--- src/rpc_defs.svh ---
`ifndef RPC_DEFS_SVH
`define RPC_DEFS_SVH

// Data path width of one code element and default port count.
`define RPC_DW 4
`define RPC_N_PORTS 4

// Core clock period in ns and time-to-cycle conversions.
`define RPC_CLK_NS 10
`define RPC_CYC_UP(t) (((t) + `RPC_CLK_NS - 1) / `RPC_CLK_NS)
`define RPC_CYC_DN(t) ((t) / `RPC_CLK_NS)

// Protection timers in ns and event limits.
`define RPC_JAB_NS 50000
`define RPC_FC_NS 4000
`define RPC_IDLE_NS 33000
`define RPC_FCC_LIMIT 4'h2
`define RPC_PART_LIMIT 6'h1e

// Outgoing code values per symbol class and PHY type.
`define RPC_CODE_IDLE 4'h0
`define RPC_CODE_PRE_T0 4'h5
`define RPC_CODE_PRE_T1 4'h5
`define RPC_CODE_PRE_T2 4'ha
`define RPC_CODE_SFD 4'hd
`define RPC_CODE_EOF 4'he
`define RPC_CODE_BAD_T0 4'h1
`define RPC_CODE_BAD_T1 4'h4
`define RPC_CODE_BAD_T2 4'h7
`define RPC_CODE_JAM 4'h5

`endif

--- src/rpc_pkg.sv ---
`include "rpc_defs.svh"

package rpc_pkg;

  // Symbol class carried beside each code element.
  typedef enum logic [2:0] {SYM_IDLE, SYM_PRE, SYM_SFD, SYM_DATA, SYM_EOF, SYM_BAD, SYM_JAM}
    rpc_sym_e;

  // Repeater core states.
  typedef enum logic [1:0] {ST_IDLE, ST_FWD, ST_JAM} rpc_state_e;

  // Outgoing PHY type selector; 2'h3 is not a valid type.
  typedef logic [1:0] rpc_phy_t;

  // One buffered code element.
  typedef struct packed {
    rpc_sym_e sym;
    logic [`RPC_DW-1:0] data;
  } rpc_ent_s;

endpackage

--- src/rpc_buf_if.sv ---
`timescale 1ns/100ps

// Carrier between the core and its two-entry buffer.
interface rpc_buf_if;
  import rpc_pkg::*;
  logic wr_valid;
  logic wr_ready;
  rpc_ent_s wr_data;
  logic flush;
  logic rd_valid;
  logic rd_ready;
  rpc_ent_s rd_data;
  modport src (output wr_valid, output wr_data, output flush, input wr_ready,
               input rd_valid, input rd_data, output rd_ready);
  modport fifo (input wr_valid, input wr_data, input flush, output wr_ready,
                output rd_valid, output rd_data, input rd_ready);
endinterface

--- src/rpc_buf2.sv ---
`timescale 1ns/100ps
`include "rpc_defs.svh"

module rpc_buf2
  import rpc_pkg::*;
(
  // Clock and reset.
  input wire logic i_clk,
  input wire logic i_rst,
  // Buffer ports.
  rpc_buf_if.fifo bus
);

  rpc_ent_s mem_r [2];
  rpc_ent_s mem_nxt [2];
  logic head_r;
  logic head_nxt;
  logic [1:0] cnt_r;
  logic [1:0] cnt_nxt;
  logic push;
  logic pop;

  // A full buffer still takes a word while one leaves, so a single stall loses nothing.
  assign bus.wr_ready = (cnt_r != 2'h2) || bus.rd_ready;
  assign bus.rd_valid = (cnt_r != 2'h0);
  assign bus.rd_data = mem_r[head_r];
  assign push = bus.wr_valid && bus.wr_ready;
  assign pop = bus.rd_valid && bus.rd_ready;

  // Flush wins over both sides, so a jam never replays stale words.
  always_comb
  begin
    mem_nxt = mem_r;
    head_nxt = head_r;
    cnt_nxt = cnt_r;
    if (bus.flush)
    begin
      cnt_nxt = 2'h0;
    end
    else
    begin
      if (push)
      begin
        mem_nxt[head_r ^ cnt_r[0]] = bus.wr_data;
      end
      if (pop)
      begin
        head_nxt = ~head_r;
      end
      cnt_nxt = cnt_r + {1'b0, push} - {1'b0, pop};
    end
  end

  always_ff @(posedge i_clk or posedge i_rst)
  begin
    if (i_rst)
    begin
      mem_r[0] <= '0;
      mem_r[1] <= '0;
      head_r <= 1'b0;
      cnt_r <= 2'h0;
    end
    else
    begin
      mem_r <= mem_nxt;
      head_r <= head_nxt;
      cnt_r <= cnt_nxt;
    end
  end
endmodule // rpc_buf2

--- src/rpc_core.sv ---
`timescale 1ns/100ps
`include "rpc_defs.svh"

module rpc_core
  import rpc_pkg::*;
#(
  parameter int N_PORTS = `RPC_N_PORTS,
  parameter logic [15:0] JAB_CYC = 16'(`RPC_CYC_DN(`RPC_JAB_NS)),
  parameter logic [15:0] FC_CYC = 16'(`RPC_CYC_DN(`RPC_FC_NS)),
  parameter logic [15:0] IDLE_CYC = 16'(`RPC_CYC_UP(`RPC_IDLE_NS))
)
(
  // Clock and reset.
  input wire logic i_clk,
  input wire logic i_rst,
  // Receive primitives per port.
  input wire logic [N_PORTS-1:0] i_rx_carrier,
  input wire logic [N_PORTS-1:0] i_rx_link,
  input wire logic [N_PORTS-1:0] i_rx_err,
  input wire rpc_sym_e i_rx_sym [N_PORTS],
  input wire logic [`RPC_DW-1:0] i_rx_data [N_PORTS],
  input wire rpc_phy_t i_phy_type [N_PORTS],
  // Transmit primitives per port.
  input wire logic i_tx_ready,
  output logic [N_PORTS-1:0] o_tx_valid,
  output rpc_sym_e o_tx_sym [N_PORTS],
  output logic [`RPC_DW-1:0] o_tx_code [N_PORTS],
  // Status.
  output logic o_collision,
  output logic [N_PORTS-1:0] o_partitioned,
  output logic [N_PORTS-1:0] o_jabber,
  output logic [N_PORTS-1:0] o_unstable
);

  localparam int IW = (N_PORTS > 1) ? $clog2(N_PORTS) : 1;
  localparam logic [3:0] FCC_LIM = `RPC_FCC_LIMIT;
  localparam logic [5:0] PART_LIM = `RPC_PART_LIMIT;

  // Saturating count of set bits: 0, 1 or 2 meaning two or more.
  function automatic logic [1:0] count_sat(input logic [N_PORTS-1:0] v);
    logic [1:0] c;
    c = 2'h0;
    for (int i = 0; i < N_PORTS; i++)
    begin
      if (v[i] && c != 2'h2)
      begin
        c = c + 2'h1;
      end
    end
    return c;
  endfunction

  // Index of the single set bit of a one-hot vector.
  function automatic logic [IW-1:0] onehot_idx(input logic [N_PORTS-1:0] v);
    logic [IW-1:0] r;
    r = '0;
    for (int i = 0; i < N_PORTS; i++)
    begin
      if (v[i])
      begin
        r = IW'(i);
      end
    end
    return r;
  endfunction

  // Outgoing code for a symbol class on a given PHY type.
  function automatic logic [`RPC_DW-1:0] encode(input rpc_phy_t t, input rpc_sym_e s,
                                                input logic [`RPC_DW-1:0] d);
    logic [`RPC_DW-1:0] c;
    c = `RPC_CODE_IDLE;
    unique case (s)
      SYM_IDLE: c = `RPC_CODE_IDLE;
      SYM_PRE:
        case (t)
          2'h0: c = `RPC_CODE_PRE_T0;
          2'h1: c = `RPC_CODE_PRE_T1;
          default: c = `RPC_CODE_PRE_T2;
        endcase
      SYM_SFD: c = `RPC_CODE_SFD;
      SYM_DATA: c = d;
      SYM_EOF: c = `RPC_CODE_EOF;
      SYM_BAD:
        case (t)
          2'h0: c = `RPC_CODE_BAD_T0;
          2'h1: c = `RPC_CODE_BAD_T1;
          default: c = `RPC_CODE_BAD_T2;
        endcase
      SYM_JAM: c = `RPC_CODE_JAM;
    endcase
    return c;
  endfunction

  rpc_buf_if bif ();

  rpc_buf2 u_buf (
    .i_clk(i_clk),
    .i_rst(i_rst),
    .bus(bif.fifo)
  );

  rpc_state_e state_r;
  rpc_state_e state_nxt;
  logic [IW-1:0] src_r;
  logic [IW-1:0] src_nxt;
  logic err_r;
  logic err_nxt;
  logic in_frame_r;
  logic in_frame_nxt;
  logic [N_PORTS-1:0] act;
  logic [N_PORTS-1:0] cand;
  logic [1:0] ncand;
  logic [1:0] nact;
  logic col_end;
  logic clean_end;
  rpc_sym_e fwd_sym;
  logic [15:0] jab_cnt_r [N_PORTS];
  logic [15:0] jab_cnt_nxt [N_PORTS];
  logic [15:0] fc_tmr_r [N_PORTS];
  logic [15:0] fc_tmr_nxt [N_PORTS];
  logic [15:0] idle_cnt_r [N_PORTS];
  logic [15:0] idle_cnt_nxt [N_PORTS];
  logic [3:0] fc_cnt_r [N_PORTS];
  logic [3:0] fc_cnt_nxt [N_PORTS];
  logic [5:0] part_cnt_r [N_PORTS];
  logic [5:0] part_cnt_nxt [N_PORTS];
  logic [N_PORTS-1:0] in_evt_r, in_evt_nxt, false_r, false_nxt, seen_r, seen_nxt;
  logic [N_PORTS-1:0] solo_r, solo_nxt, part_r, part_nxt, jab_r, jab_nxt;
  logic [N_PORTS-1:0] unst_r, unst_nxt;
  rpc_sym_e tx_sym_r [N_PORTS];
  rpc_sym_e tx_sym_nxt [N_PORTS];
  logic [`RPC_DW-1:0] tx_code_r [N_PORTS];
  logic [`RPC_DW-1:0] tx_code_nxt [N_PORTS];

  // Carrier present means carrier and link up and not idle; eligible ports feed the core.
  always_comb
  begin
    for (int p = 0; p < N_PORTS; p++)
    begin
      act[p] = i_rx_carrier[p] && i_rx_link[p] && (i_rx_sym[p] != SYM_IDLE);
      cand[p] = act[p] && !part_r[p] && !jab_r[p] && !unst_r[p];
    end
    ncand = count_sat(cand);
    nact = count_sat(act);
  end

  // Core state, source selection and sticky error substitution.
  always_comb
  begin
    state_nxt = state_r;
    src_nxt = src_r;
    err_nxt = err_r;
    in_frame_nxt = in_frame_r;
    unique case (state_r)
      ST_IDLE:
        if (ncand == 2'h2)
        begin
          state_nxt = ST_JAM;
        end
        else if (ncand == 2'h1)
        begin
          state_nxt = ST_FWD;
          src_nxt = onehot_idx(cand);
          err_nxt = 1'b0;
          in_frame_nxt = 1'b0;
        end
      ST_FWD:
        if (ncand == 2'h2)
        begin
          state_nxt = ST_JAM;
        end
        else if (!cand[src_r])
        begin
          state_nxt = ST_IDLE;
        end
      ST_JAM:
        if (ncand == 2'h0)
        begin
          state_nxt = ST_IDLE;
        end
    endcase
    fwd_sym = i_rx_sym[src_nxt];
    // Data words before the start delimiter are relayed as fresh preamble of the out type.
    if (!in_frame_nxt && fwd_sym == SYM_DATA)
    begin
      fwd_sym = SYM_PRE;
    end
    if (state_nxt == ST_FWD)
    begin
      if (fwd_sym == SYM_SFD)
      begin
        in_frame_nxt = 1'b1;
      end
      else if (fwd_sym == SYM_EOF)
      begin
        in_frame_nxt = 1'b0;
      end
      // A lost word, a bad code or a reported error poisons the rest of the packet.
      if (i_rx_err[src_nxt] || fwd_sym == SYM_BAD || false_r[src_nxt] || !bif.wr_ready)
      begin
        err_nxt = 1'b1;
      end
    end
    if (err_nxt)
    begin
      fwd_sym = SYM_BAD;
    end
    col_end = (state_r == ST_JAM) && (state_nxt == ST_IDLE);
    clean_end = (state_r == ST_FWD) && (state_nxt == ST_IDLE);
  end

  // Words enter the buffer as they arrive; the buffer only absorbs stalls.
  assign bif.wr_valid = (state_nxt == ST_FWD);
  assign bif.wr_data = '{sym: fwd_sym, data: i_rx_data[src_nxt]};
  assign bif.flush = (state_nxt == ST_JAM) && (state_r != ST_JAM);
  assign bif.rd_ready = i_tx_ready && (state_r != ST_JAM);

  // Per-port protection: jabber cut-off, false carrier, link unstable and partition.
  always_comb
  begin
    for (int p = 0; p < N_PORTS; p++)
    begin
      jab_cnt_nxt[p] = act[p] ? jab_cnt_r[p] + {15'h0, jab_cnt_r[p] != 16'hffff} : 16'h0;
      jab_nxt[p] = act[p] && (jab_r[p] || jab_cnt_r[p] >= JAB_CYC - 16'h1);
      in_evt_nxt[p] = act[p];
      fc_cnt_nxt[p] = fc_cnt_r[p];
      fc_tmr_nxt[p] = fc_tmr_r[p];
      false_nxt[p] = act[p] && false_r[p];
      solo_nxt[p] = solo_r[p] && (nact != 2'h2);
      // A stream not opening with preamble or delimiter is a false carrier event.
      if (act[p] && !in_evt_r[p])
      begin
        false_nxt[p] = (i_rx_sym[p] != SYM_PRE) && (i_rx_sym[p] != SYM_SFD);
        fc_tmr_nxt[p] = 16'h0;
        solo_nxt[p] = (nact == 2'h1);
        if (false_nxt[p])
        begin
          fc_cnt_nxt[p] = fc_cnt_r[p] + {3'h0, fc_cnt_r[p] != 4'hf};
        end
        else
        begin
          fc_cnt_nxt[p] = 4'h0;
        end
      end
      else if (act[p] && false_r[p])
      begin
        fc_tmr_nxt[p] = fc_tmr_r[p] + {15'h0, fc_tmr_r[p] != 16'hffff};
      end
      idle_cnt_nxt[p] = act[p] ? 16'h0 : idle_cnt_r[p] + {15'h0, idle_cnt_r[p] != 16'hffff};
      unst_nxt[p] = unst_r[p];
      if (!act[p] && idle_cnt_r[p] >= IDLE_CYC - 16'h1)
      begin
        unst_nxt[p] = 1'b0;
        fc_cnt_nxt[p] = 4'h0;
      end
      // Setting the unstable state wins over the idle exit.
      if (fc_cnt_r[p] > FCC_LIM || fc_tmr_r[p] >= FC_CYC)
      begin
        unst_nxt[p] = 1'b1;
      end
      seen_nxt[p] = (state_r == ST_JAM) && (seen_r[p] || (act[p] && !part_r[p]));
      part_cnt_nxt[p] = part_cnt_r[p];
      part_nxt[p] = part_r[p];
      if (col_end && seen_nxt[p] && part_cnt_r[p] != 6'h3f)
      begin
        part_cnt_nxt[p] = part_cnt_r[p] + 6'h1;
      end
      if (clean_end && src_r == IW'(p))
      begin
        part_cnt_nxt[p] = 6'h0;
      end
      if (col_end && seen_nxt[p] && part_cnt_r[p] >= PART_LIM - 6'h1)
      begin
        part_nxt[p] = 1'b1;
      end
      // Reconnect after a stream on the isolated port that met no other traffic.
      if (part_r[p] && in_evt_r[p] && !act[p] && solo_r[p])
      begin
        part_nxt[p] = 1'b0;
        part_cnt_nxt[p] = 6'h0;
      end
    end
  end

  // Output stage: jam to all, buffered words to all but the source, else idle.
  always_comb
  begin
    for (int p = 0; p < N_PORTS; p++)
    begin
      tx_sym_nxt[p] = tx_sym_r[p];
      tx_code_nxt[p] = tx_code_r[p];
      if (i_tx_ready)
      begin
        if (state_r == ST_JAM)
        begin
          tx_sym_nxt[p] = SYM_JAM;
        end
        else if (bif.rd_valid && src_r != IW'(p))
        begin
          tx_sym_nxt[p] = bif.rd_data.sym;
        end
        else
        begin
          tx_sym_nxt[p] = SYM_IDLE;
        end
        tx_code_nxt[p] = encode(i_phy_type[p], tx_sym_nxt[p], bif.rd_data.data);
      end
    end
  end

  always_ff @(posedge i_clk or posedge i_rst)
  begin
    if (i_rst)
    begin
      state_r <= ST_IDLE;
      src_r <= '0;
      err_r <= 1'b0;
      in_frame_r <= 1'b0;
      in_evt_r <= '0;
      false_r <= '0;
      seen_r <= '0;
      solo_r <= '0;
      part_r <= '0;
      jab_r <= '0;
      unst_r <= '1;
      for (int p = 0; p < N_PORTS; p++)
      begin
        jab_cnt_r[p] <= 16'h0;
        fc_tmr_r[p] <= 16'h0;
        idle_cnt_r[p] <= 16'h0;
        fc_cnt_r[p] <= 4'h0;
        part_cnt_r[p] <= 6'h0;
        tx_sym_r[p] <= SYM_IDLE;
        tx_code_r[p] <= `RPC_CODE_IDLE;
      end
    end
    else
    begin
      state_r <= state_nxt;
      src_r <= src_nxt;
      err_r <= err_nxt;
      in_frame_r <= in_frame_nxt;
      in_evt_r <= in_evt_nxt;
      false_r <= false_nxt;
      seen_r <= seen_nxt;
      solo_r <= solo_nxt;
      part_r <= part_nxt;
      jab_r <= jab_nxt;
      unst_r <= unst_nxt;
      jab_cnt_r <= jab_cnt_nxt;
      fc_tmr_r <= fc_tmr_nxt;
      idle_cnt_r <= idle_cnt_nxt;
      fc_cnt_r <= fc_cnt_nxt;
      part_cnt_r <= part_cnt_nxt;
      tx_sym_r <= tx_sym_nxt;
      tx_code_r <= tx_code_nxt;
    end
  end

  // Status and transmit outputs come from flops; o_tx_valid and o_collision are decoded from registered state.
  always_comb
  begin
    for (int p = 0; p < N_PORTS; p++)
    begin
      o_tx_sym[p] = tx_sym_r[p];
      o_tx_code[p] = tx_code_r[p];
      o_tx_valid[p] = (tx_sym_r[p] != SYM_IDLE);
    end
  end
  assign o_collision = (state_r == ST_JAM);
  assign o_partitioned = part_r;
  assign o_jabber = jab_r;
  assign o_unstable = unst_r;

  for (genvar g = 0; g < N_PORTS; g++)
  begin : g_chk

  end
endmodule // rpc_core

--- config.mk ---
export PLATFORM = sky130hd
export DESIGN_NAME = rpc_core
export DESIGN_NICKNAME = d
export VERILOG_FILES = /design/src/rpc_pkg.sv /design/src/rpc_buf_if.sv /design/src/rpc_buf2.sv /design/src/rpc_core.sv
export VERILOG_INCLUDE_DIRS = /design/src
export SDC_FILE = /design/constraint.sdc
export NUM_CORES = 1
export LEC_CHECK = 0
export BUFFER_PORTS_ARGS = -buffer_cell sky130_fd_sc_hd__buf_2
export CELL_PAD_IN_SITES_DETAIL_PLACEMENT = 0
export CELL_PAD_IN_SITES_GLOBAL_PLACEMENT = 2
export CORE_ASPECT_RATIO = 2
export CORE_MARGIN = 8
export CORE_UTILIZATION = 35
export CTS_CLUSTER_SIZE = 28
export DETAILED_ROUTE_END_ITERATION = 16
export MAX_ROUTING_LAYER = met4
export PLACE_DENSITY = 0.84
export REMOVE_ABC_BUFFERS = 1
export SLEW_MARGIN = 20
export SYNTH_ARGS = -nofsm -noshare
export SYNTH_HDL_FRONTEND = slang
export SYNTH_SLANG_ARGS = --single-unit
--- constraint.sdc ---
create_clock -name i_clk -period 9.73 [get_ports i_clk]
set_input_delay 1.946 -clock i_clk [delete_from_list [all_inputs] [get_ports i_clk]]
set_output_delay 1.946 -clock i_clk [all_outputs]
set_load 0.01 [all_outputs]
# After elaboration in Yosys (flattened, before gate mapping)
# Cells that the tools add are included.
[op_classes]
magnitude_cmp = 26
reduce_logical = 180
bitwise_logic = 6
add_sub_neg = 28
muxes = 140
n_eq_ne = 82
[op_table]
columns = ["op", "count"]
rows = [
  ["2-to-1 mux 16 bit", 16],
  ["adder 16 x 1 -> 16 bit", 12],
  ["inequality test 16 bit, second input constant", 12],
  ["one-hot mux 4 bit (7 select lines)", 4],
  ["logical AND 1 bit", 94],
  ["2-to-1 mux 4 bit", 18],
  ["2-to-1 mux 6 bit", 12],
  [">= comparator 16 x 12 -> 1 bit, second input constant", 4],
  [">= comparator 16 x 13 -> 1 bit, second input constant", 4],
  [">= comparator 16 x 9 -> 1 bit, second input constant", 4],
  ["2-to-1 mux 3 bit", 16],
  ["== test 3 bit, second input constant", 14],
  ["2-to-1 mux 1 bit", 41],
  ["nonzero test 2 bit", 18],
  ["nonzero test 3 bit", 12],
  ["2-to-1 mux 2 bit", 17],
  ["== test 3 x 2 -> 1 bit, second input constant", 10],
  ["2-to-1 mux 7 bit", 4],
  ["adder 6 x 1 -> 6 bit, second input constant", 4],
  [">= comparator 6 x 5 -> 1 bit, second input constant", 4],
  ["inequality test 6 bit, second input constant", 4],
  ["one-hot mux 3 bit (2 select lines)", 4],
  ["logical NOT 1 bit", 22],
  ["inequality test 2 bit, second input constant", 10],
  ["other kinds (33)", 102],
]
[word_totals]
out_inout_bits = 45
in_bits = 51
ff_bits = 311
wordCells = 513

# Depth between registers and ports, before layout
# Gate-level depths: netlist of run 1.
[depth]
word_depth = 34
mapped_depth = 23
depth_no_buf = 21

# By module
# Synthesis of run 1 repeated with hierarchy kept, for this count alone.
[unflattened]
cells_unflattened = 1756
hier_area_um2 = 16701.0
[by_module_without_submodules]
columns = ["mod", "area_each_um2", "cells_per_inst", "n_inst"]
rows = [
  ["rpc_core", 15780.1, 1666, 1],
  ["rpc_buf2", 920.9, 90, 1],
]

# Worst setup path after synthesis of run 1
# OpenSTA, ideal clock, no wires.
[synth_timing]
kind = "input to register"
startpoint = "in i_rx_sym[11] (netlist name)"
endpoint = "reg part_cnt_r[3] (netlist name)"
slack_ns = 3.404
path_stages = 18
n_path_buf = 3
t_arrival_ns = 6.252
setup_ns = 0.074
required_time_ns = 9.656
path_cell_list = "o311a_1 clkinv_1 nor4_1 ha_1 buf_1 or3_4 and2_1 ha_1 nor4_1 and2_0 clkbuf_1 nand3_1 a21o_1 a41oi_1 buf_2 o211ai_2 or4_4 a21oi_2"
[synth_between]
elab_chain_cells = 24
elab_cells_between_ends = 38
[synth_lines]
columns = ["item", "line_no", "text"]
rows = [
  ["from (decl)", "rpc_core.sv:20", "input wire rpc_sym_e i_rx_sym [N_PORTS],"],
  ["nonzero test 3 bit *", "rpc_core.sv:140", "act[p] = i_rx_carrier[p] && i_rx_link[p] && (i_rx_sym[p] != SYM_IDLE);"],
  ["logical AND 1 bit *", "rpc_core.sv:140", ""],
  ["logical AND 1 bit * (3 in a row)", "rpc_core.sv:141", "cand[p] = act[p] && !part_r[p] && !jab_r[p] && !unst_r[p];"],
  ["branches (longest 13 deep; another with adder 2 x 1 -> 2 bit)", "-", ""],
  ["one-hot mux 2 bit (3 select lines) *", "rpc_core.sv:154", "unique case (state_r)"],
  ["logical NOT 2 bit *", "rpc_core.sv:208, rpc_core.sv:209", ""],
  ["logical AND 1 bit (on tied branches)", "rpc_core.sv:209, rpc_core.sv:208", ""],
  ["logical AND 1 bit (on tied branches)", "rpc_core.sv:268, rpc_core.sv:264", ""],
  ["2-to-1 mux 6 bit / logical AND 1 bit (equally long branches)", "rpc_core.sv:268, rpc_core.sv:264", ""],
  ["2-to-1 mux 6 bit / nonzero test 3 bit (equally long branches)", "-", ""],
  ["to (signal assigned)", "rpc_core.sv:354", "part_cnt_r <= part_cnt_nxt;"],
  ["to (decl)", "rpc_core.sv:125", "logic [5:0] part_cnt_r [N_PORTS];"],
]
# Every way passes the cells marked *. The select of a mux whose other input is x is not followed.
# A chain may end at the register's enable or synchronous reset.

# Worst setup path in the final report of run 1
[layout_timing]
startpoint = "in i_rx_sym[11] (netlist name)"
endpoint = "reg u_buf.mem_r[5] (netlist name)"
[layout_between]
elab_chain_cells = 34
elab_cells_between_ends = 64
[layout_lines]
columns = ["item", "line_no", "text"]
rows = [
  ["branches (longest 34 deep; another with adder 2 x 1 -> 2 bit)", "-", ""],
  ["to (signal assigned)", "rpc_buf2.sv:65", "mem_r <= mem_nxt;"],
  ["to (decl)", "rpc_buf2.sv:14", "rpc_ent_s mem_r [2];"],
]
# Parallel ways; which one is timed is not known. The select of a mux whose other input is x is not followed.

==> results of run 1 <==
## through the flow
step                TNS, ns  setup slack [ns]  utilization [%]
global route              0              2.45             39.9
floorplan           -248.82            -0.810                -
detailed placement        0              2.29             37.8
global placement          0              2.37             37.8
CTS                       0              2.88             39.9
finish                    0              2.89             39.9
## power groups by stage
stage / Combinational (mW) / Clock, mW / Sequential (mW)
detailed placement: 0.929 / 0 / 1.63
floorplan: 0.631 / 0 / 1.61
global placement: 0.922 / 0 / 1.63
global route: 1.04 / 1.29 / 1.63
CTS: 0.933 / 1.24 / 1.61
finish: 0.921 / 1.20 / 1.61
## sequential cells by signal, summed over array words and instances, names as in the netlist
name / count
false_r: 4
o_tx_code: 16
fc_tmr_r: 64
src_r: 2
u_buf.head_r: 1
part_cnt_r: 24
o_unstable: 4
solo_r: 4
o_jabber: 4
idle_cnt_r: 64
state_r: 2
jab_cnt_r: 64
o_tx_sym: 12
o_partitioned: 4
in_frame_r: 1
seen_r: 4
err_r: 1
u_buf.mem_r: 14
fc_cnt_r: 16
in_evt_r: 4
u_buf.cnt_r: 2
## layout by cell type (no fill, tap or decap), drive strengths merged, types with 54 or more instances in the layout
cell type and n:
a21oi 102, buf 110, dfrtp 307, ha 56, nand2 118, nand3 108
nor2 243, o21ai 95, xnor2 54, xor2 86
## logic make-up (layout without fill, tap and decap cells)
family,after synthesis,in the layout,share of synthesized area [%]
buffers and inverters,102,219,2.38
AND/OR/NAND/NOR,753,753,22.4
adder cells (fa/ha/maj),56,56,4.21
AO/OA/AOI/OAI,358,358,14.3
multiplexers,40,40,2.54
flip-flops,311,311,46.8
XOR/XNOR,140,140,7.37
## routing by layer
layer	GRT usage (%)	vias to the layer above	share of wire (%)
met5	-	-	0
met4	3.58	0	1.9
met3	2.54	55	4.7
met2	24.2	208	47
met1	19.6	6387	47
li1	-	6543	-
## layout make-up
class / count / share of cell area [%]
clock inverter: 8 / 0.365
inverter: 52 / 1.08
tap: 632 / 4.20
clock buffer: 49 / 4.85
timing repair buffer: 110 / 3.12
sequential: 311 / 41.3
multi-input combinational: 1347 / 45.0
## critical path, stage by stage
cell and delay (ns):
buf_2 0.12, o311a_1 0.18, buf_4 0.29, clkinv_1 0.13
nor4_1 0.53, ha_1 0.44, or3_4 0.44, and2_1 0.17
ha_1 0.18, nor4_1 0.23, and2_0 0.38, o41ai_1 0.18
a311oi_4 0.93, mux2i_1 0.27, mux2_2 0.36, o311ai_1 0.37
o21ai_1 0.11
## worst min path at each step
stage | from | to | slack, ns | depth (start not counted)
detailed placement | o_tx_code[0] | o_tx_code[0] | 0.47 | 1
floorplan | fc_cnt_r[3] | fc_cnt_r[3] | 0.46 | 1
global placement | o_tx_code[0] | o_tx_code[0] | 0.47 | 1
CTS | o_tx_code[0] | o_tx_code[0] | 0.49 | 1
global route | o_tx_code[0] | o_tx_code[0] | 0.51 | 1
finish | o_tx_code[0] | o_tx_code[0] | 0.49 | 1
==> run_results.csv, run 1 <==
group,metric,value,unit
pwr,power.density,198,nW/µm²
worst_setup_path,crit_path_start_kind,"input pin",
sta,hold_ws,0.486,ns
sta,setup-violations-final,0,
worst_setup_path,reg2reg_setup_slack,4.46,ns
run,cap_violations,0,
grt,grt.total_usage,15.1,%
sta,period_share,70.2,%
pwr,pwr-share-seq,43.2,%
cts,cts_max_level,1,
floorplan,rows,113,
worst_setup_path,worst_r2r_path_depth,13,
synth,netlist_top_cells_count,"dfrtp_1, nor2_1, nand2_1, nand3_1, a21oi_1",
cts,clk_path_buf_depth,3,
synth,synthFlopType,"dfrtp_1",
sta,hold_viol,0,
pwr,clkPwrFrac,32.1,%
pwr,p_leak,8.10,nW
synth,syn_inst,1760,
cts,hold_buffers,0,
floorplan,initial_core_util,35.2,%
grt,grt_pass1_wl,68200,µm
grt,antenna_found_initial,0,
drt,detail_route.vias_per_cell,5.26,
sta,tightest_slew,1.04,ns
finish,drive_gt1_share,11.3,%
place,dp_hpwl,28200,µm
sta,fmax,146,MHz
drt,post_drt_wl_per_cell,16.2,µm
synth,ys_seq_area_share,46.8,%
finish,instances_no_fill,2509,
finish,nets,1960,
worst_setup_path,endpoint,"u_buf.mem_r[5]",
place,dp_cells,2452,
worst_setup_path,critPathKind,"in2reg",
drt,drt_iter0_markers,753,
drt,ant_nets,0,
cts,ctsResizeCount,0,
finish,multi_input_area,8490,µm²
cts,post_cts_buffers,0,
drt,routed_wl,40700,µm
hold_path,hp-class,"reg2reg",
worst_setup_path,crit_start,"i_rx_sym[11]",
sta,rsz0062_at_grt,"false",
pwr,combPwrFrac,24.7,%
pwr,power.switching,1.24,mW
pwr,total_power,3.73,mW
sta,fin_crit,6.84,ns
synth,ys_seq_elements,311,
place,placed_area,17800,µm²
floorplan,die_w,170,µm
floorplan,dieHeight,324,µm
pwr,swShare,33.2,%
synth,synth_area,16600,µm²
pwr,ir_drop,0.161,mV
synth,ys_top_cells_by_area,"dfrtp_1, nor2_1, xor2_1, ha_1, nand3_1",
drt,route.detailed.drc,0,
synth,async_flop_share,100,%
pwr,internal-power,2.49,mW
worst_setup_path,required,10.19,ns
finish,fin_area,18800,µm²
floorplan,die_area,55200,µm²
drt,first_pass_iters,5,
cts,path_clk_slew,0.07,ns
cts,cts_tree,"built",
finish,area_growth_syn_to_layout,13.2,%
synth,yosysWarnings,0,
worst_setup_path,cp_data_arrival_time,7.29,ns
floorplan,io_pins,96,
outcome,run_status,"finished, final reports clean",
finish,seqCellArea,7790,µm²
cts,cts_made_buffers,31,
sta,slew_violations,0,
synth,ys_types,81,
grt,grt_overflow,0,
finish,num-fill-cells,4857,
synth,synth-edff-count,0,
grt,grt_max_degree,128,
place,port_buffers,95,
synth,yosysTopAreaCell,"dfrtp_1",
sta,final.setup_skew,0.0208,ns
grt,grt_pass1_vias,13100,
worst_setup_path,reg2reg_from,"o_partitioned[0]",
synth,syn_avg_cell_area,9.45,µm²
cts,cts_sinks,311,
worst_setup_path,r2r-end,"u_buf.mem_r[5]",
floorplan,core-area,47200,µm²
place,gp_congestion,0.829,
sta,slew-limit-headroom,30.3,%
synth,yosysMostFrequentCell,"dfrtp_1",
cts,clk_latency,0.58,ns
worst_setup_path,end_kind,"flop",
finish,num_antenna_cells,0,
synth,synth_top_area_share,46.2,%
worst_setup_path,crit_fanout,25,
cts,root_buffer,"clkbuf_16",
drt,via_count,13200,
Note: power is estimated with default switching activity, not from simulation.
==> inputs of run 2 (changes only) <==
- PLACE_DENSITY: 0.84 -> 0.82
- clock period: 9.73 -> 6.75 ns (I/O delays scaled with it)
==> run 2 against run 1 <==
  * Global-route usage grew 0.061 points
  * Via count shrank 0.28%
  * Largest cell class unchanged
  * Critical path depth is the same
  * Flip-flop and latch count is the same
==> run_results.csv, run 2 (same netlist as run 1, synthesis figures left out) <==
group,metric,value,unit
worst_setup_path,cp_data_arrival_time,6.03,ns
hold_path,hp-class,"reg2reg",
finish,nets,1968,
finish,multi_input_area,8470,µm²
drt,detail_route.vias_per_cell,5.23,
grt,grt_pass1_vias,13000,
grt,grt_overflow,0,
drt,post_drt_wl_per_cell,16.1,µm
cts,clk_path_buf_depth,3,
finish,reg_top3,"fc_tmr_r x64, idle_cnt_r x64, jab_cnt_r x64",
finish,drive_gt1_share,11.8,%
sta,tightest_slew,1.03,ns
pwr,total_power,5.52,mW
floorplan,rows,113,
floorplan,core-area,47200,µm²
floorplan,initial_core_util,35.2,%
floorplan,io_pins,96,
cts,post_cts_buffers,0,
cts,ctsResizeCount,0,
floorplan,die_area,55200,µm²
drt,first_pass_iters,5,
finish,area_growth_syn_to_layout,14.2,%
pwr,internal-power,3.73,mW
finish,num_antenna_cells,0,
sta,slew-limit-headroom,31.2,%
place,gp_congestion,0.836,
pwr,power.density,290,nW/µm²
cts,cts_made_buffers,35,
drt,wl_met3,1760,µm
sta,hold_viol,0,
sta,fin_crit,5.64,ns
cts,cts_max_level,2,
drt,route.detailed.drc,0,
outcome,run_status,"finished, final reports clean",
worst_setup_path,critPathKind,"in2reg",
grt,grt_max_degree,120,
finish,fin_area,19000,µm²
worst_setup_path,endpoint,"part_cnt_r[22]",
pwr,p_leak,8.20,nW
worst_setup_path,reg2reg_from,"o_partitioned[0]",
floorplan,die_w,170,µm
pwr,clkPwrFrac,33.8,%
run,cap_violations,0,
sta,fmax,177,MHz
worst_setup_path,worst_r2r_path_depth,14,
drt,top_layer,"met4",
worst_setup_path,crit_path_start_kind,"input pin",
worst_setup_path,r2r-end,"part_cnt_r[22]",
drt,m1WireLength,19300,µm
worst_setup_path,required,7.13,ns
sta,setup-violations-final,0,
drt,met2_length,18800,µm
cts,root_buffer,"clkbuf_16",
floorplan,dieHeight,324,µm
drt,ant_nets,0,
pwr,ir_drop,0.240,mV
worst_setup_path,crit_fanout,11,
sta,slew_violations,0,
place,dp_hpwl,28500,µm
drt,via_count,13200,
place,placed_area,17900,µm²
finish,layout_commonest_cell,"dfrtp_1",
grt,grt.total_usage,15.2,%
drt,drt_iter0_markers,719,
pwr,swShare,32.4,%
sta,period_share,83.6,%
grt,antenna_found_initial,0,
worst_setup_path,reg2reg_setup_slack,1.91,ns
cts,cts_sinks,311,
sta,rsz0062_at_grt,"false",
finish,seqCellArea,7790,µm²
sta,final.setup_skew,0.0182,ns
cts,path_clk_slew,0.07,ns
finish,num-fill-cells,4795,
pwr,combPwrFrac,24.1,%
cts,hold_buffers,0,
place,port_buffers,95,
worst_setup_path,end_kind,"flop",
worst_setup_path,crit_start,"i_rx_sym[11]",
drt,routed_wl,40600,µm
finish,final_cell_mix,"dfrtp_1, nor2_1, nand2_1",
cts,cts_tree,"built",
pwr,power.switching,1.79,mW
cts,clk_latency,0.52,ns
pwr,pwr-share-seq,42.1,%
grt,grt_pass1_wl,68100,µm
## run 2: cell types whose count changed in the layout (fill, tap and decap cells not counted), sizes merged
cell    delta
buf        +4
bufinv     -1
clkbuf     +2
clkinv     +3
inv        -1
## run 2: final cells by class
class,instances,share of cell area [%]
flip-flops and latches,311,41.0
well taps,632,4.16
multi-input cells,1347,44.6
clock inverters,9,0.277
clock buffers,51,5.62
inverters,52,1.07
repair buffers,114,3.32
## run 2: worst min-delay path by stage
stage,start,slack (ns),endpoint,depth (start not counted)
after global placement,o_tx_code[9],0.47,o_tx_code[9],1
after CTS,o_tx_code[9],0.50,o_tx_code[9],1
after global routing,u_buf.mem_r[11],0.52,u_buf.mem_r[11],1
final,o_tx_code[9],0.50,o_tx_code[9],1
after floorplan,fc_cnt_r[3],0.46,fc_cnt_r[3],1
after detailed placement,o_tx_code[9],0.47,o_tx_code[9],1
## run 2: worst max-delay path, stage by stage
cell	delay, ns
buf_2	0.14
o311a_1	0.29
clkinv_1	0.12
nor4_1	0.56
ha_1	0.44
or3_4	0.44
and2_1	0.17
ha_1	0.18
nor4_1	0.24
nand2_1	0.20
a211o_1	0.32
a32o_2	0.29
a211oi_2	0.21
buf_4	0.22
o211ai_1	0.18
o31ai_2	0.56
nor3_1	0.14
## run 2: power groups by stage
| stage | clock [mW] | combinational (mW) | sequential (mW) |
|---|---|---|---|
| final | 1.87 | 1.33 | 2.32 |
| after global routing | 2.02 | 1.50 | 2.36 |
| after CTS | 1.96 | 1.35 | 2.32 |
| after detailed placement | 0 | 1.34 | 2.35 |
| after global placement | 0 | 1.33 | 2.35 |
| after floorplan | 0 | 0.909 | 2.31 |
## run 2: layer usage
layer  global-route usage [%]  vias up
li1                         -     6551
met1                     20.0     6345
met2                     24.0      200
met3                     2.47       60
met4                     3.77        0
met5                        -        -
## run 2: per-stage QoR
step | hold slack (ns) | std cells | setup TNS [ns] | worst slack [ns] | util (%)
2_1_floorplan | 0.459 | 1710 | -983.63 | -3.19 | -
3_3_place_gp | 0.474 | 2456 | 0 | 0.764 | 37.9
3_5_place_dp | 0.475 | 2456 | 0 | 0.590 | 37.9
4_1_cts | 0.500 | 2516 | 0 | 1.14 | 40.2
5_1_grt | 0.519 | 2516 | 0 | 0.591 | 40.2
6_report | 0.496 | 2516 | 0 | 1.11 | 40.2
==> inputs of run 3 (changes only) <==
- clock period: 6.75 -> 5.55 ns (I/O delays scaled with it)
==> run 3 against run 2 <==
  * Cell count is 1.7% higher
  * Clock skew shrank 0.00057 ns
  * First-iteration DRC count down 6.1%
  * Largest power group unchanged
  * Critical endpoint is now u_buf.mem_r[11]
==> run_results.csv, run 3 (same netlist as run 1, synthesis figures left out) <==
group,metric,value,unit
worst_setup_path,critPathSlowestCell,"or4_4",
worst_setup_path,crit_family,"simple AND/OR/NAND/NOR gates",
sta,final.setup_skew,0.0176,ns
worst_setup_path,reg2reg_setup_slack,1.08,ns
sta,rsz0062_at_grt,"false",
grt,grt_pass1_wl,68100,µm
pwr,power.switching,2.18,mW
worst_setup_path,worst-path-stages,21,
grt,antenna_found_initial,0,
pwr,clkPwrFrac,32.8,%
place,gp_congestion,0.829,
finish,final_cell_mix,"dfrtp_1, nor2_1, nand2_1",
floorplan,dieHeight,324,µm
outcome,run_status,"finished, final reports clean",
place,dp_cells,2499,
sta,fin_crit,5.05,ns
drt,via_count,13200,
cts,clk_path_buf_depth,3,
drt,route.detailed.drc,0,
drt,routed_wl,40700,µm
cts,root_buffer,"clkbuf_16",
grt,grt.total_usage,15.1,%
worst_setup_path,critPathKind,"in2reg",
worst_setup_path,cp_cell_sequence,"buf_2 -> o311a_1 -> inv_1 -> nor2_1 -> nand2_1 -> inv_1 -> ha_1 -> or4_4 -> or3_4 -> and2_1 -> ha_1 -> nor4_1 -> and2_0 -> o41ai_1 -> a311oi_4 -> buf_12 -> mux2i_1 -> mux2_2 -> buf_4 -> nand2_1 -> mux2_2",
floorplan,core-area,47200,µm²
sta,fmax,198,MHz
worst_setup_path,worst_r2r_path_depth,18,
worst_setup_path,cp_data_arrival_time,5.44,ns
sta,slew_violations,0,
pwr,pwr-share-seq,41.8,%
worst_setup_path,worst-path-buf-inv,5,
grt,grt_overflow,0,
finish,nets,2010,
pwr,ir_drop,0.191,mV
hold_path,hp-class,"reg2reg",
grt,grt_pass1_vias,13200,
sta,tightest_slew,1.03,ns
finish,drive_gt1_share,13.6,%
hold_path,holdPathStages,1,
place,dp_hpwl,28600,µm
drt,ant_nets,0,
sta,setup-violations-final,0,
floorplan,die_w,170,µm
floorplan,initial_core_util,35.2,%
pwr,power.density,349,nW/µm²
pwr,internal-power,4.56,mW
finish,instances_no_fill,2558,
sta,period_share,90.9,%
cts,path_clk_slew,0.06,ns
drt,detail_route.vias_per_cell,5.17,
pwr,p_leak,8.39,nW
finish,layout_commonest_cell,"dfrtp_1",
floorplan,io_pins,96,
grt,grt_use_met2,24.2,%
cts,hold_buffers,0,
finish,area_growth_syn_to_layout,16.1,%
floorplan,rows,113,
worst_setup_path,reg2reg_from,"o_unstable[1]",
sta,hold_viol,0,
cts,ctsResizeCount,0,
grt,use_met1,20.0,%
grt,grt_max_degree,119,
drt,drt_iter0_markers,675,
finish,reg_top3,"fc_tmr_r x64, idle_cnt_r x64, jab_cnt_r x64",
sta,slew-limit-headroom,31.2,%
worst_setup_path,r2r-end,"u_buf.mem_r[11]",
worst_setup_path,required,5.95,ns
place,port_buffers,95,
finish,num-fill-cells,4833,
sta,setup_slack,0.504,ns
grt,grtUsageMet3,2.10,%
worst_setup_path,crit_path_start_kind,"input pin",
worst_setup_path,endpoint,"u_buf.mem_r[11]",
cts,clk_latency,0.52,ns
worst_setup_path,max_stage_delay,0.42,ns
grt,busiest_layer,"met2",
cts,cts_max_level,2,
place,pre_cts_slack,-0.0156,ns
pwr,swShare,32.3,%
cts,cts_sinks,311,
drt,first_pass_iters,5,
cts,post_cts_buffers,0,
worst_setup_path,crit_start,"i_rx_sym[8]",
drt,post_drt_wl_per_cell,15.9,µm
floorplan,die_area,55200,µm²
worst_setup_path,end_kind,"flop",
finish,num_antenna_cells,0,
cts,cts_tree,"built",
cts,cts_made_buffers,34,
run,cap_violations,0,
pwr,combPwrFrac,25.4,%
worst_setup_path,crit_fanout,7,
[run 3: routing by layer]
layer	routed length, µm	part of all wire [%]
met5	0	0
met4	588	1.4
met3	1600	3.9
met2	19000	47
met1	19600	48
[run 3: cell type report]
class,instances,area (µm²),area share [%]
inverter,52,203,1.05
clock buffer,51,1030,5.33
multi-input combinational,1347,8470,43.9
clock inverter,8,43.8,0.227
timing repair buffer,157,978,5.07
tap,632,791,4.10
sequential,311,7790,40.3
[run 3: power by group through the flow]
| stage | clock network, mW | logic, mW | registers (mW) |
|---|---|---|---|
| floorplan | 0 | 1.11 | 2.81 |
| global placement | 0 | 1.71 | 2.86 |
| detailed placement | 0 | 1.72 | 2.86 |
| CTS | 2.29 | 1.74 | 2.82 |
| global route | 2.37 | 1.94 | 2.86 |
| finish | 2.21 | 1.71 | 2.82 |
[run 3: how the worst min path moves through the flow]
stage / from / to / slack (ns)
4_1_cts: o_tx_code[3] / o_tx_code[3] / 0.49
5_1_grt: o_tx_code[3] / o_tx_code[3] / 0.50
3_5_place_dp: o_tx_code[3] / o_tx_code[3] / 0.47
6_report: o_tx_code[3] / o_tx_code[3] / 0.49
2_1_floorplan: fc_cnt_r[3] / fc_cnt_r[3] / 0.46
3_3_place_gp: o_tx_code[0] / o_tx_code[0] / 0.48
[run 3: per-stage QoR]
stage          hold WS (ns)  TNS [ns]  power, mW  util, %  area, µm²
4_1_cts               0.490         0       6.85     40.9      19300
3_5_place_dp          0.475   -0.0156       4.58     38.6      18200
2_1_floorplan         0.459  -1313.41       3.92        -      16400
3_3_place_gp          0.477         0       4.56     38.6      18200
6_report              0.490         0       6.74     40.9      19300
5_1_grt               0.500         0       7.18     40.9      19300
